## src/mcas_pkg.sv

```systemverilog
// constants, states and carrier types of the motor current adc sequencer
// assumes one 25 MHz system clock and a synchronous active-low reset
package mcas_pkg;

  // sequencer timing in system clock cycles, and the clock period in ns
  localparam int ACQ_CYCLES = 20;
  localparam int CONV_CYCLES = 40;
  localparam logic [5:0] ACQ_LAST = 6'(ACQ_CYCLES - 1);
  localparam logic [5:0] CONV_LAST = 6'(CONV_CYCLES - 1);
  localparam int CLK_PERIOD_NS = 40;

  // result coding
  localparam int RESULT_BITS = 11;
  localparam int DATA_BITS = 12;

  // register indices; byte address is four times the index
  localparam logic [3:0] IDX_CTRL = 4'h0;
  localparam logic [3:0] IDX_STATUS = 4'h1;
  localparam logic [3:0] IDX_INT_CLEAR = 4'h2;
  localparam logic [3:0] IDX_INT_ENABLE = 4'h3;
  localparam logic [3:0] IDX_PWM_PERIOD = 4'h4;
  localparam logic [3:0] IDX_RES_U = 4'h5;
  localparam logic [3:0] IDX_RES_V = 4'h6;
  localparam logic [3:0] IDX_RES_W = 4'h7;
  localparam logic [3:0] IDX_RES_AUX = 4'h8;

  // system control register fields
  localparam int CTRL_FOUR_CH_BIT = 3;
  localparam int CTRL_SYNC_START_BIT = 5;
  localparam int CTRL_IRQ_EN_BIT = 7;
  localparam logic [11:0] CTRL_RESET = 12'h000;
  localparam logic [11:0] CTRL_WMASK = 12'hFFC;

  // status / interrupt fields
  localparam int STATUS_BITS = 2;
  localparam int ST_DONE_BIT = 0;
  localparam int ST_DEFER_BIT = 1;
  localparam logic [1:0] STATUS_RESET = 2'h0;
  localparam logic [1:0] INT_EN_RESET = 2'h3;

  // pwm cycle length in clocks
  localparam logic [11:0] PWM_PERIOD_RESET = 12'h4E2;

  // channel numbers
  localparam logic [1:0] CH_U = 2'h0;
  localparam logic [1:0] CH_V = 2'h1;
  localparam logic [1:0] CH_W = 2'h2;
  localparam logic [1:0] CH_AUX = 2'h3;

  // axi responses
  localparam logic [1:0] RESP_OKAY = 2'h0;
  localparam logic [1:0] RESP_SLVERR = 2'h2;

  typedef enum logic [1:0] {
    ST_ACQ = 2'b00,
    ST_IDLE = 2'b01,
    ST_CONV = 2'b10
  } mcas_state_t;

  // controls handed to the analog sample-and-hold and converter
  typedef struct packed {
    logic hold;
    logic busy;
    logic [1:0] chan;
  } mcas_seq_t;

endpackage

```

## src/mcas_sequencer.sv

```systemverilog
// sequencer, result registers, pwm sync and axi4-lite slave of the
// motor current adc; the analog converter core sits outside, returns
// its code on adc_code_in on the same clock, the start pin is async
//
// Notes on behaviour
// - each channel result is an 11-bit twos complement code
// - acquisition lasts 20 clocks regardless of channel count
// - all inputs held together, then channels converted one at a time
// - each channel conversion takes 40 clocks
// - group chosen in control register, never fewer than two channels
// - a group starts only on a conversion start request
// - one-clock sync pulse at each pwm cycle start, may trigger start
// - all counts run on the system clock
// - interrupt pin only pulls low, external pull-up releases it
// - reset default converts v and w; control bit 3 selects four
// - control bit 7 enables done interrupt, status bit 0; read clears
// - start within 20 clocks after a group waits for reacquisition
// - results left justified, lsb forced to zero
//
// Chosen here: the placing of the registers and the AXI4-Lite slave port.
module mcas_sequencer #(
  parameter int ADDR_W = 8,
  parameter logic [11:0] PWM_PERIOD_INIT = mcas_pkg::PWM_PERIOD_RESET
) (
  // clock and reset
  input wire logic aclk,
  input wire logic aresetn,
  // axi4-lite write
  input wire logic [ADDR_W-1:0] s_axi_awaddr,
  input wire logic s_axi_awvalid,
  output logic s_axi_awready,
  input wire logic [31:0] s_axi_wdata,
  input wire logic [3:0] s_axi_wstrb,
  input wire logic s_axi_wvalid,
  output logic s_axi_wready,
  output logic [1:0] s_axi_bresp,
  output logic s_axi_bvalid,
  input wire logic s_axi_bready,
  // axi4-lite read
  input wire logic [ADDR_W-1:0] s_axi_araddr,
  input wire logic s_axi_arvalid,
  output logic s_axi_arready,
  output logic [31:0] s_axi_rdata,
  output logic [1:0] s_axi_rresp,
  output logic s_axi_rvalid,
  input wire logic s_axi_rready,
  // converter pins and core
  input wire logic conversion_start_in,
  input wire logic [mcas_pkg::RESULT_BITS-1:0] adc_code_in,
  output mcas_pkg::mcas_seq_t seq_o,
  // pwm sync and open-drain interrupt
  output logic pwm_cycle_sync_out,
  output logic irq_n_o,
  output logic irq_oe_o
);

  function automatic logic idx_mapped(input logic [ADDR_W-1:0] a);
    idx_mapped = (a >> 6) == '0 && a[5:2] <= mcas_pkg::IDX_RES_AUX;
  endfunction

  mcas_pkg::mcas_state_t state_q, state_d;
  logic [5:0] cnt_q, cnt_d;
  logic [1:0] chan_q, chan_d;
  logic four_q, pend_q, accept, grp_done, res_we, defer_ev;
  logic start_s1_q, start_s2_q, start_s3_q;
  logic [11:0] ctrl_q, pwm_period_q, pwm_cnt_q;
  logic [1:0] status_q, status_d, int_en_q;
  logic [11:0] res_q [4];
  logic aw_full_q, w_full_q;
  logic [3:0] aw_idx_q;
  logic aw_ok_q;
  logic [31:0] wdata_q;
  logic [3:0] wstrb_q;
  logic irq_d;

  // start pin is asynchronous: two flops, edge taken after the second
  always_ff @(posedge aclk)
  begin
    if (!aresetn)
    begin
      start_s1_q <= 1'b0;
      start_s2_q <= 1'b0;
      start_s3_q <= 1'b0;
    end
    else
    begin
      start_s1_q <= conversion_start_in;
      start_s2_q <= start_s1_q;
      start_s3_q <= start_s2_q;
    end
  end

  wire start_rise = start_s2_q & ~start_s3_q;
  wire sync_sel = ctrl_q[mcas_pkg::CTRL_SYNC_START_BIT];
  wire start_req = sync_sel ? pwm_cycle_sync_out : start_rise;
  assign defer_ev = start_req & (state_q == mcas_pkg::ST_ACQ);

  wire [1:0] first_chan = ctrl_q[mcas_pkg::CTRL_FOUR_CH_BIT] ?
    mcas_pkg::CH_U : mcas_pkg::CH_V;
  wire [1:0] last_chan = four_q ? mcas_pkg::CH_AUX : mcas_pkg::CH_W;

  always_comb
  begin
    state_d = state_q;
    cnt_d = cnt_q + 6'h01;
    chan_d = chan_q;
    accept = 1'b0;
    grp_done = 1'b0;
    res_we = 1'b0;
    case (state_q)
      mcas_pkg::ST_ACQ:
        if (cnt_q == mcas_pkg::ACQ_LAST)
        begin
          state_d = mcas_pkg::ST_IDLE;
          cnt_d = 6'h00;
        end
      mcas_pkg::ST_IDLE:
      begin
        cnt_d = 6'h00;
        if (pend_q)
        begin
          accept = 1'b1;
          state_d = mcas_pkg::ST_CONV;
          chan_d = first_chan;
        end
      end
      mcas_pkg::ST_CONV:
        if (cnt_q == mcas_pkg::CONV_LAST)
        begin
          res_we = 1'b1;
          cnt_d = 6'h00;
          if (chan_q == last_chan)
          begin
            grp_done = 1'b1;
            state_d = mcas_pkg::ST_ACQ;
          end
          else
            chan_d = chan_q + 2'h1;
        end
      default:
      begin
        state_d = mcas_pkg::ST_ACQ;
        cnt_d = 6'h00;
      end
    endcase
  end

  always_ff @(posedge aclk)
  begin
    if (!aresetn)
    begin
      state_q <= mcas_pkg::ST_ACQ;
      cnt_q <= 6'h00;
      chan_q <= mcas_pkg::CH_V;
      four_q <= 1'b0;
      pend_q <= 1'b0;
      seq_o <= '0;
    end
    else
    begin
      state_q <= state_d;
      cnt_q <= cnt_d;
      chan_q <= chan_d;
      // mode is frozen per group so a write mid-group cannot skew it
      if (accept)
        four_q <= ctrl_q[mcas_pkg::CTRL_FOUR_CH_BIT];
      // a new request in the accept cycle is kept, not lost
      pend_q <= start_req | (pend_q & ~accept);
      seq_o.hold <= state_d == mcas_pkg::ST_CONV;
      seq_o.busy <= state_d != mcas_pkg::ST_IDLE;
      seq_o.chan <= chan_d;
    end
  end

  always_ff @(posedge aclk)
  begin
    if (!aresetn)
    begin
      for (int i = 0; i < 4; i++)
        res_q[i] <= 12'h000;
    end
    else if (res_we)
      res_q[chan_q] <= {adc_code_in, 1'b0};
  end

  always_ff @(posedge aclk)
  begin
    if (!aresetn)
    begin
      pwm_cnt_q <= 12'h000;
      pwm_cycle_sync_out <= 1'b0;
    end
    else
    begin
      pwm_cnt_q <= (pwm_cnt_q == 12'h000) ? pwm_period_q - 12'h001
        : pwm_cnt_q - 12'h001;
      pwm_cycle_sync_out <= pwm_cnt_q == 12'h000;
    end
  end

  // axi write path: address and data taken in either order
  wire aw_fire = s_axi_awvalid & s_axi_awready;
  wire w_fire = s_axi_wvalid & s_axi_wready;
  wire do_write = aw_full_q & w_full_q & ~s_axi_bvalid;
  wire [11:0] wmask = {{4{wstrb_q[1]}}, {8{wstrb_q[0]}}};
  wire [11:0] wval = wdata_q[11:0];
  wire wr_ctrl = do_write & aw_ok_q & aw_idx_q == mcas_pkg::IDX_CTRL;
  wire wr_clr = do_write & aw_ok_q & aw_idx_q == mcas_pkg::IDX_INT_CLEAR;
  wire wr_ien = do_write & aw_ok_q & aw_idx_q == mcas_pkg::IDX_INT_ENABLE;
  wire wr_pwm = do_write & aw_ok_q & aw_idx_q == mcas_pkg::IDX_PWM_PERIOD;

  always_ff @(posedge aclk)
  begin
    if (!aresetn)
    begin
      s_axi_awready <= 1'b0;
      s_axi_wready <= 1'b0;
      s_axi_bvalid <= 1'b0;
      s_axi_bresp <= mcas_pkg::RESP_OKAY;
      aw_full_q <= 1'b0;
      w_full_q <= 1'b0;
      aw_idx_q <= 4'h0;
      aw_ok_q <= 1'b0;
      wdata_q <= 32'h00000000;
      wstrb_q <= 4'h0;
    end
    else
    begin
      if (aw_fire)
      begin
        aw_full_q <= 1'b1;
        aw_idx_q <= s_axi_awaddr[5:2];
        aw_ok_q <= idx_mapped(s_axi_awaddr);
      end
      if (w_fire)
      begin
        w_full_q <= 1'b1;
        wdata_q <= s_axi_wdata;
        wstrb_q <= s_axi_wstrb;
      end
      s_axi_awready <= ~aw_full_q & ~aw_fire & ~s_axi_bvalid;
      s_axi_wready <= ~w_full_q & ~w_fire & ~s_axi_bvalid;
      if (do_write)
      begin
        s_axi_bvalid <= 1'b1;
        s_axi_bresp <= aw_ok_q ? mcas_pkg::RESP_OKAY
          : mcas_pkg::RESP_SLVERR;
        aw_full_q <= 1'b0;
        w_full_q <= 1'b0;
      end
      else if (s_axi_bvalid & s_axi_bready)
        s_axi_bvalid <= 1'b0;
    end
  end

  // software registers; bits 0 and 1 of control always stay zero
  always_ff @(posedge aclk)
  begin
    if (!aresetn)
    begin
      ctrl_q <= mcas_pkg::CTRL_RESET;
      int_en_q <= mcas_pkg::INT_EN_RESET;
      pwm_period_q <= PWM_PERIOD_INIT;
    end
    else
    begin
      if (wr_ctrl)
        ctrl_q <= ((ctrl_q & ~wmask) | (wval & wmask))
          & mcas_pkg::CTRL_WMASK;
      if (wr_ien & wstrb_q[0])
        int_en_q <= wval[1:0];
      if (wr_pwm)
        pwm_period_q <= (pwm_period_q & ~wmask) | (wval & wmask);
    end
  end

  // axi read path
  wire ar_fire = s_axi_arvalid & s_axi_arready;
  wire [3:0] rd_idx = s_axi_araddr[5:2];
  wire rd_ok = idx_mapped(s_axi_araddr);
  wire rd_status = ar_fire & rd_ok & rd_idx == mcas_pkg::IDX_STATUS;
  wire [11:0] rd_val =
    (rd_idx == mcas_pkg::IDX_CTRL) ? ctrl_q :
    (rd_idx == mcas_pkg::IDX_STATUS) ? {10'h000, status_q} :
    (rd_idx == mcas_pkg::IDX_INT_ENABLE) ? {10'h000, int_en_q} :
    (rd_idx == mcas_pkg::IDX_PWM_PERIOD) ? pwm_period_q :
    (rd_idx >= mcas_pkg::IDX_RES_U) ? res_q[2'(rd_idx - 4'h5)] :
    12'h000;

  always_ff @(posedge aclk)
  begin
    if (!aresetn)
    begin
      s_axi_arready <= 1'b0;
      s_axi_rvalid <= 1'b0;
      s_axi_rdata <= 32'h00000000;
      s_axi_rresp <= mcas_pkg::RESP_OKAY;
    end
    else
    begin
      s_axi_arready <= ~s_axi_rvalid & ~ar_fire;
      if (ar_fire)
      begin
        s_axi_rvalid <= 1'b1;
        s_axi_rdata <= rd_ok ? {20'h00000, rd_val} : 32'h00000000;
        s_axi_rresp <= rd_ok ? mcas_pkg::RESP_OKAY
          : mcas_pkg::RESP_SLVERR;
      end
      else if (s_axi_rvalid & s_axi_rready)
        s_axi_rvalid <= 1'b0;
    end
  end

  // sticky flags: a new event beats a clear in the same cycle
  wire [1:0] ev = {defer_ev, grp_done};
  wire [1:0] clr = (wr_clr & wstrb_q[0] ? wval[1:0] : 2'h0)
    | {2{rd_status}};
  assign status_d = (status_q & ~clr) | ev;
  wire [1:0] en_eff = int_en_q
    & {1'b1, ctrl_q[mcas_pkg::CTRL_IRQ_EN_BIT]};
  assign irq_d = |(status_d & en_eff);

  always_ff @(posedge aclk)
  begin
    if (!aresetn)
    begin
      status_q <= mcas_pkg::STATUS_RESET;
      irq_oe_o <= 1'b0;
      irq_n_o <= 1'b0;
    end
    else
    begin
      status_q <= status_d;
      irq_oe_o <= irq_d;
      irq_n_o <= 1'b0;
    end
  end

  // helper: cycles spent in the current group
  logic [7:0] grp_cyc_q;
  always_ff @(posedge aclk)
  begin
    if (!aresetn || state_q != mcas_pkg::ST_CONV)
      grp_cyc_q <= 8'h00;
    else
      grp_cyc_q <= grp_cyc_q + 8'h01;
  end
endmodule

```

## config.mk

```make
export PLATFORM = sky130hd
export DESIGN_NAME = mcas_sequencer
export DESIGN_NICKNAME = d
export VERILOG_FILES = /design/src/mcas_pkg.sv /design/src/mcas_sequencer.sv
export SDC_FILE = /design/constraint.sdc
export NUM_CORES = 1
export LEC_CHECK = 0
export BUFFER_PORTS_ARGS = -buffer_cell sky130_fd_sc_hd__buf_2
export CAP_MARGIN = 15
export CORE_MARGIN = 2
export CORE_UTILIZATION = 52
export CTS_BUF_LIST = sky130_fd_sc_hd__clkbuf_8
export DETAILED_ROUTE_END_ITERATION = 6
export PLACE_DENSITY = 0.78
export SETUP_SLACK_MARGIN = 0.1
export SYNTH_ARGS = -nofsm -noshare
export SYNTH_HDL_FRONTEND = slang
export SYNTH_SLANG_ARGS = --single-unit
```

## constraint.sdc

```tcl
create_clock -name aclk -period 2.49 [get_ports aclk]
set_input_delay 0.3735 -clock aclk [delete_from_list [all_inputs] [get_ports aclk]]
set_output_delay 0.3735 -clock aclk [all_outputs]
set_load 0.02 [all_outputs]
```

==> impl_metrics.json <==
{
  "status": "complete, no violations",
  "wl_mm": 14.2,
  "ys_ff_latch": 142,
  "top_usage_layer": "met2",
  "maxSlewViolCount": 0,
  "met3_usage": 0.0575,
  "maxCapViolCount": 0,
  "portBuffers": 69,
  "synth_top_family_by_area": "simple AND/OR/NAND/NOR gates",
  "grt_max_degree": 31,
  "clockBufferDepth": 2,
  "synth.area.mux_share": 0.0790,
  "max_stage_delay_ps": 580,
  "drtIter0Drc": 331,
  "power_per_cell_area_nw_per_um2": 786,
  "die_width_um": 115,
  "cp_cell_sequence": "or4_4 > nor4_4 > a21oi_2 > ha_2 > nand2b_4 > nor3_1 > o21a_1 > a21oi_2 > nor3b_2",
  "wl_per_cell_um": 15.9,
  "synth_fa_ha_area_frac": 0.0194,
  "cp-start-kind": "register",
  "antenna_found_initial": 0,
  "period_needed_ps": 2250,
  "regArea_um2": 3280,
  "rsz0062_at_grt": "no",
  "synth_cell_type_count": 63,
  "synth_edf_count": 44,
  "dp_slack_ps": 82.2,
  "end_kind": "register",
  "tightest_slew_ps": 710,
  "start_util": 0.533,
  "place_inst": 857,
  "crit_top_cell": "a21oi_2",
  "vias_per_cell": 5.52,
  "drtPass1Iterations": 5,
  "min_path_type": "primary input to register",
  "synth_xor_area_frac": 0.0136,
  "syn-cell-area_um2": 6430,
  "crit_fanout": 5,
  "diodes": 0,
  "setup_slack_ps": 235,
  "coreArea_um2": 12100,
  "cpLargestDelayFamily": "simple AND/OR/NAND/NOR gates",
  "yosysWarnings": 0,
  "ios": 119,
  "p_leak_nw": 3.01,
  "die_height_um": 115,
  "finalPower_w": 0.00579,
  "grtUsageTotal": 0.225,
  "drc": 0,
  "max_freq_ghz": 0.443,
  "fin_util": 0.611,
  "cts_root_buf": "clkbuf_8",
  "post_cts_buffers": 0,
  "fin_crit_sh": 0.906,
  "final_cells": 889,
  "areaGrowthSynthToFinish_pct": 14.5,
  "grtUsageMet1": 0.285,
  "grt_pass1_wl_mm": 22.9,
  "gp_congestion": 0.854,
  "clk_pin_slew_ps": 80,
  "nFillCells": 984,
  "rows": 40,
  "hold_viol_final": 0,
  "gr-total-overflow": 0,
  "synth_top_area_frac": 0.305,
  "yosys.area.top_type": "dfxtp_1",
  "h-tree-depth": 4,
  "finalSetupViolations": 0,
  "holdWs_ps": 135,
  "cts.sinks": 142,
  "syn_avg_cell_area_um2": 10.0,
  "crit_buf_inv": 0,
  "final_antenna_net_count": 0,
  "clock_skew_ps": 9.19,
  "synth-seq-area-share": 0.510,
  "cp.required_ps": 2820,
  "synth_ff_type": "dfxtp_1",
  "clock_latency_ps": 450,
  "drive_gt1_frac": 0.196,
  "synth-simple-area-share": 0.191,
  "crit_path_top_delay_cell": "or4_4",
  "cp.arrival_ps": 2590,
  "grt_util_met2": 0.376,
  "cts_tree": "yes",
  "synth_compound_area_frac": 0.123,
  "async_flop_share": 0,
  "synth_area_leaders": "dfxtp_1, edfxtp_1, mux2i_1",
  "maxSlewHeadroom": 0.515,
  "irDropWorstVdd_mv": 0.471,
  "die-area_um2": 13300,
  "syn_inst": 641,
  "layout.nets": 789,
  "critPathKind": "register to register",
  "numCtsBuffers": 17,
  "multi_input_area_um2": 2860,
  "dp_hpwl_mm": 10.3,
  "num_vias": 4907,
  "grt_pass1_vias": 4762
}
metrics by stage:
step	TNS, ps	cell area (um2)
after floorplan	-1610	6540
after global placement	0	6880
after detailed placement	0	6880
after CTS	0	7350
after global routing	0	7370
final	0	7370
power breakdown:
group	switching, W	leakage, nW	internal [W]	total (W)
Clock	0.000848	0.242	0.00126	0.00211
Combinational	0.000611	1.53	0.000440	0.00105
Sequential	0.000109	1.24	0.00252	0.00263
final timing paths:
| path | depth (start not counted) | slack [ps] | endpoint | from |
|---|---|---|---|---|
| setup / recovery | 9 | 240 | pwm_cnt_q[8] | pwm_cnt_q[10] |
| hold / removal | 2 | 130 | start_s1_q | conversion_start_in |
| setup reg to reg | 9 | 240 | pwm_cnt_q[8] | pwm_cnt_q[10] |
| hold reg to reg | 1 | 430 | start_s2_q | start_s1_q |
final cells by class:
cell class | instances | share of cell area
clock inverters | 12 | 0.0258
inverters | 22 | 0.0112
repair buffers | 85 | 0.0632
flip-flops and latches | 142 | 0.446
multi-input cells | 440 | 0.388
well taps | 168 | 0.0285
clock buffers | 20 | 0.0374
layout by cell type (no fill, tap or decap), types with 7 or more instances in the layout:
cell      synthesis  routed
buf_4            24      16
clkbuf_8          0      20
conb_1            1      23
and3_1           17      17
o21ai_0          18      16
nand3_1          19      19
nand2_1          63      63
nor4_1            7       7
o22ai_1          10      10
inv_1            21      23
a22o_1           10      10
buf_2             4      69
a21oi_1          47      43
edfxtp_1         44      44
dfxtp_1          98      98
nor2_1           43      43
ha_1             10       9
nor3_1           12      12
mux4_2           11      11
mux2i_1          26      26
and2_1           41      41
what timing repair did:
action	in CTS	in global routing
pin swaps	1	1
gates resized for setup	0	3
hold buffers	0	0
endpoints found under the setup margin	3	57
synth_stat cells (all sizes together) (3+ instances only):
| cell | number |
|---|---|
| nor2b | 5 |
| clkbuf | 27 |
| inv | 22 |
| nor3 | 12 |
| nor4 | 8 |
| edfxtp | 44 |
| dfxtp | 98 |
| nor2 | 43 |
| and3 | 17 |
| a22o | 10 |
| o22ai | 10 |
| a21oi | 48 |
| xor2 | 6 |
| buf | 32 |
| o21a | 5 |
| nand2b | 7 |
| mux4 | 11 |
| or3 | 6 |
| mux2i | 26 |
| a2111oi | 3 |
| a21o | 3 |
| o21ai | 21 |
| o31ai | 3 |
| nand2 | 63 |
| and2 | 41 |
| o211ai | 3 |
| ha | 10 |
| xnor2 | 4 |
| nor3b | 3 |
| nand3 | 19 |
metal layers:
| metal | vias to the layer above | routed length, um | part of all wire |
|---|---|---|---|
| li1 | 2367 | - | - |
| met1 | 2352 | 5750 | 0.41 |
| met2 | 168 | 7190 | 0.51 |
| met3 | 20 | 997 | 0.070 |
| met4 | 0 | 219 | 0.015 |
| met5 | - | 0 | 0 |
worst reg2reg max path: stages, from the launching register on:
cell	delay [ps]
dfxtp_1	330
or4_4	580
nor4_4	370
a21oi_2	110
ha_2	210
nand2b_4	90
nor3_1	50
o21a_1	180
a21oi_2	170
nor3b_2	50
cell families after synthesis:
kind of cell,count (synthesis)
simple gates,237
flops,142
compound gates,123
buf+inv,81
mux,37
fa+ha+maj,10
xor+xnor,10
other cells,1
(Power assumes the default switching activity.)
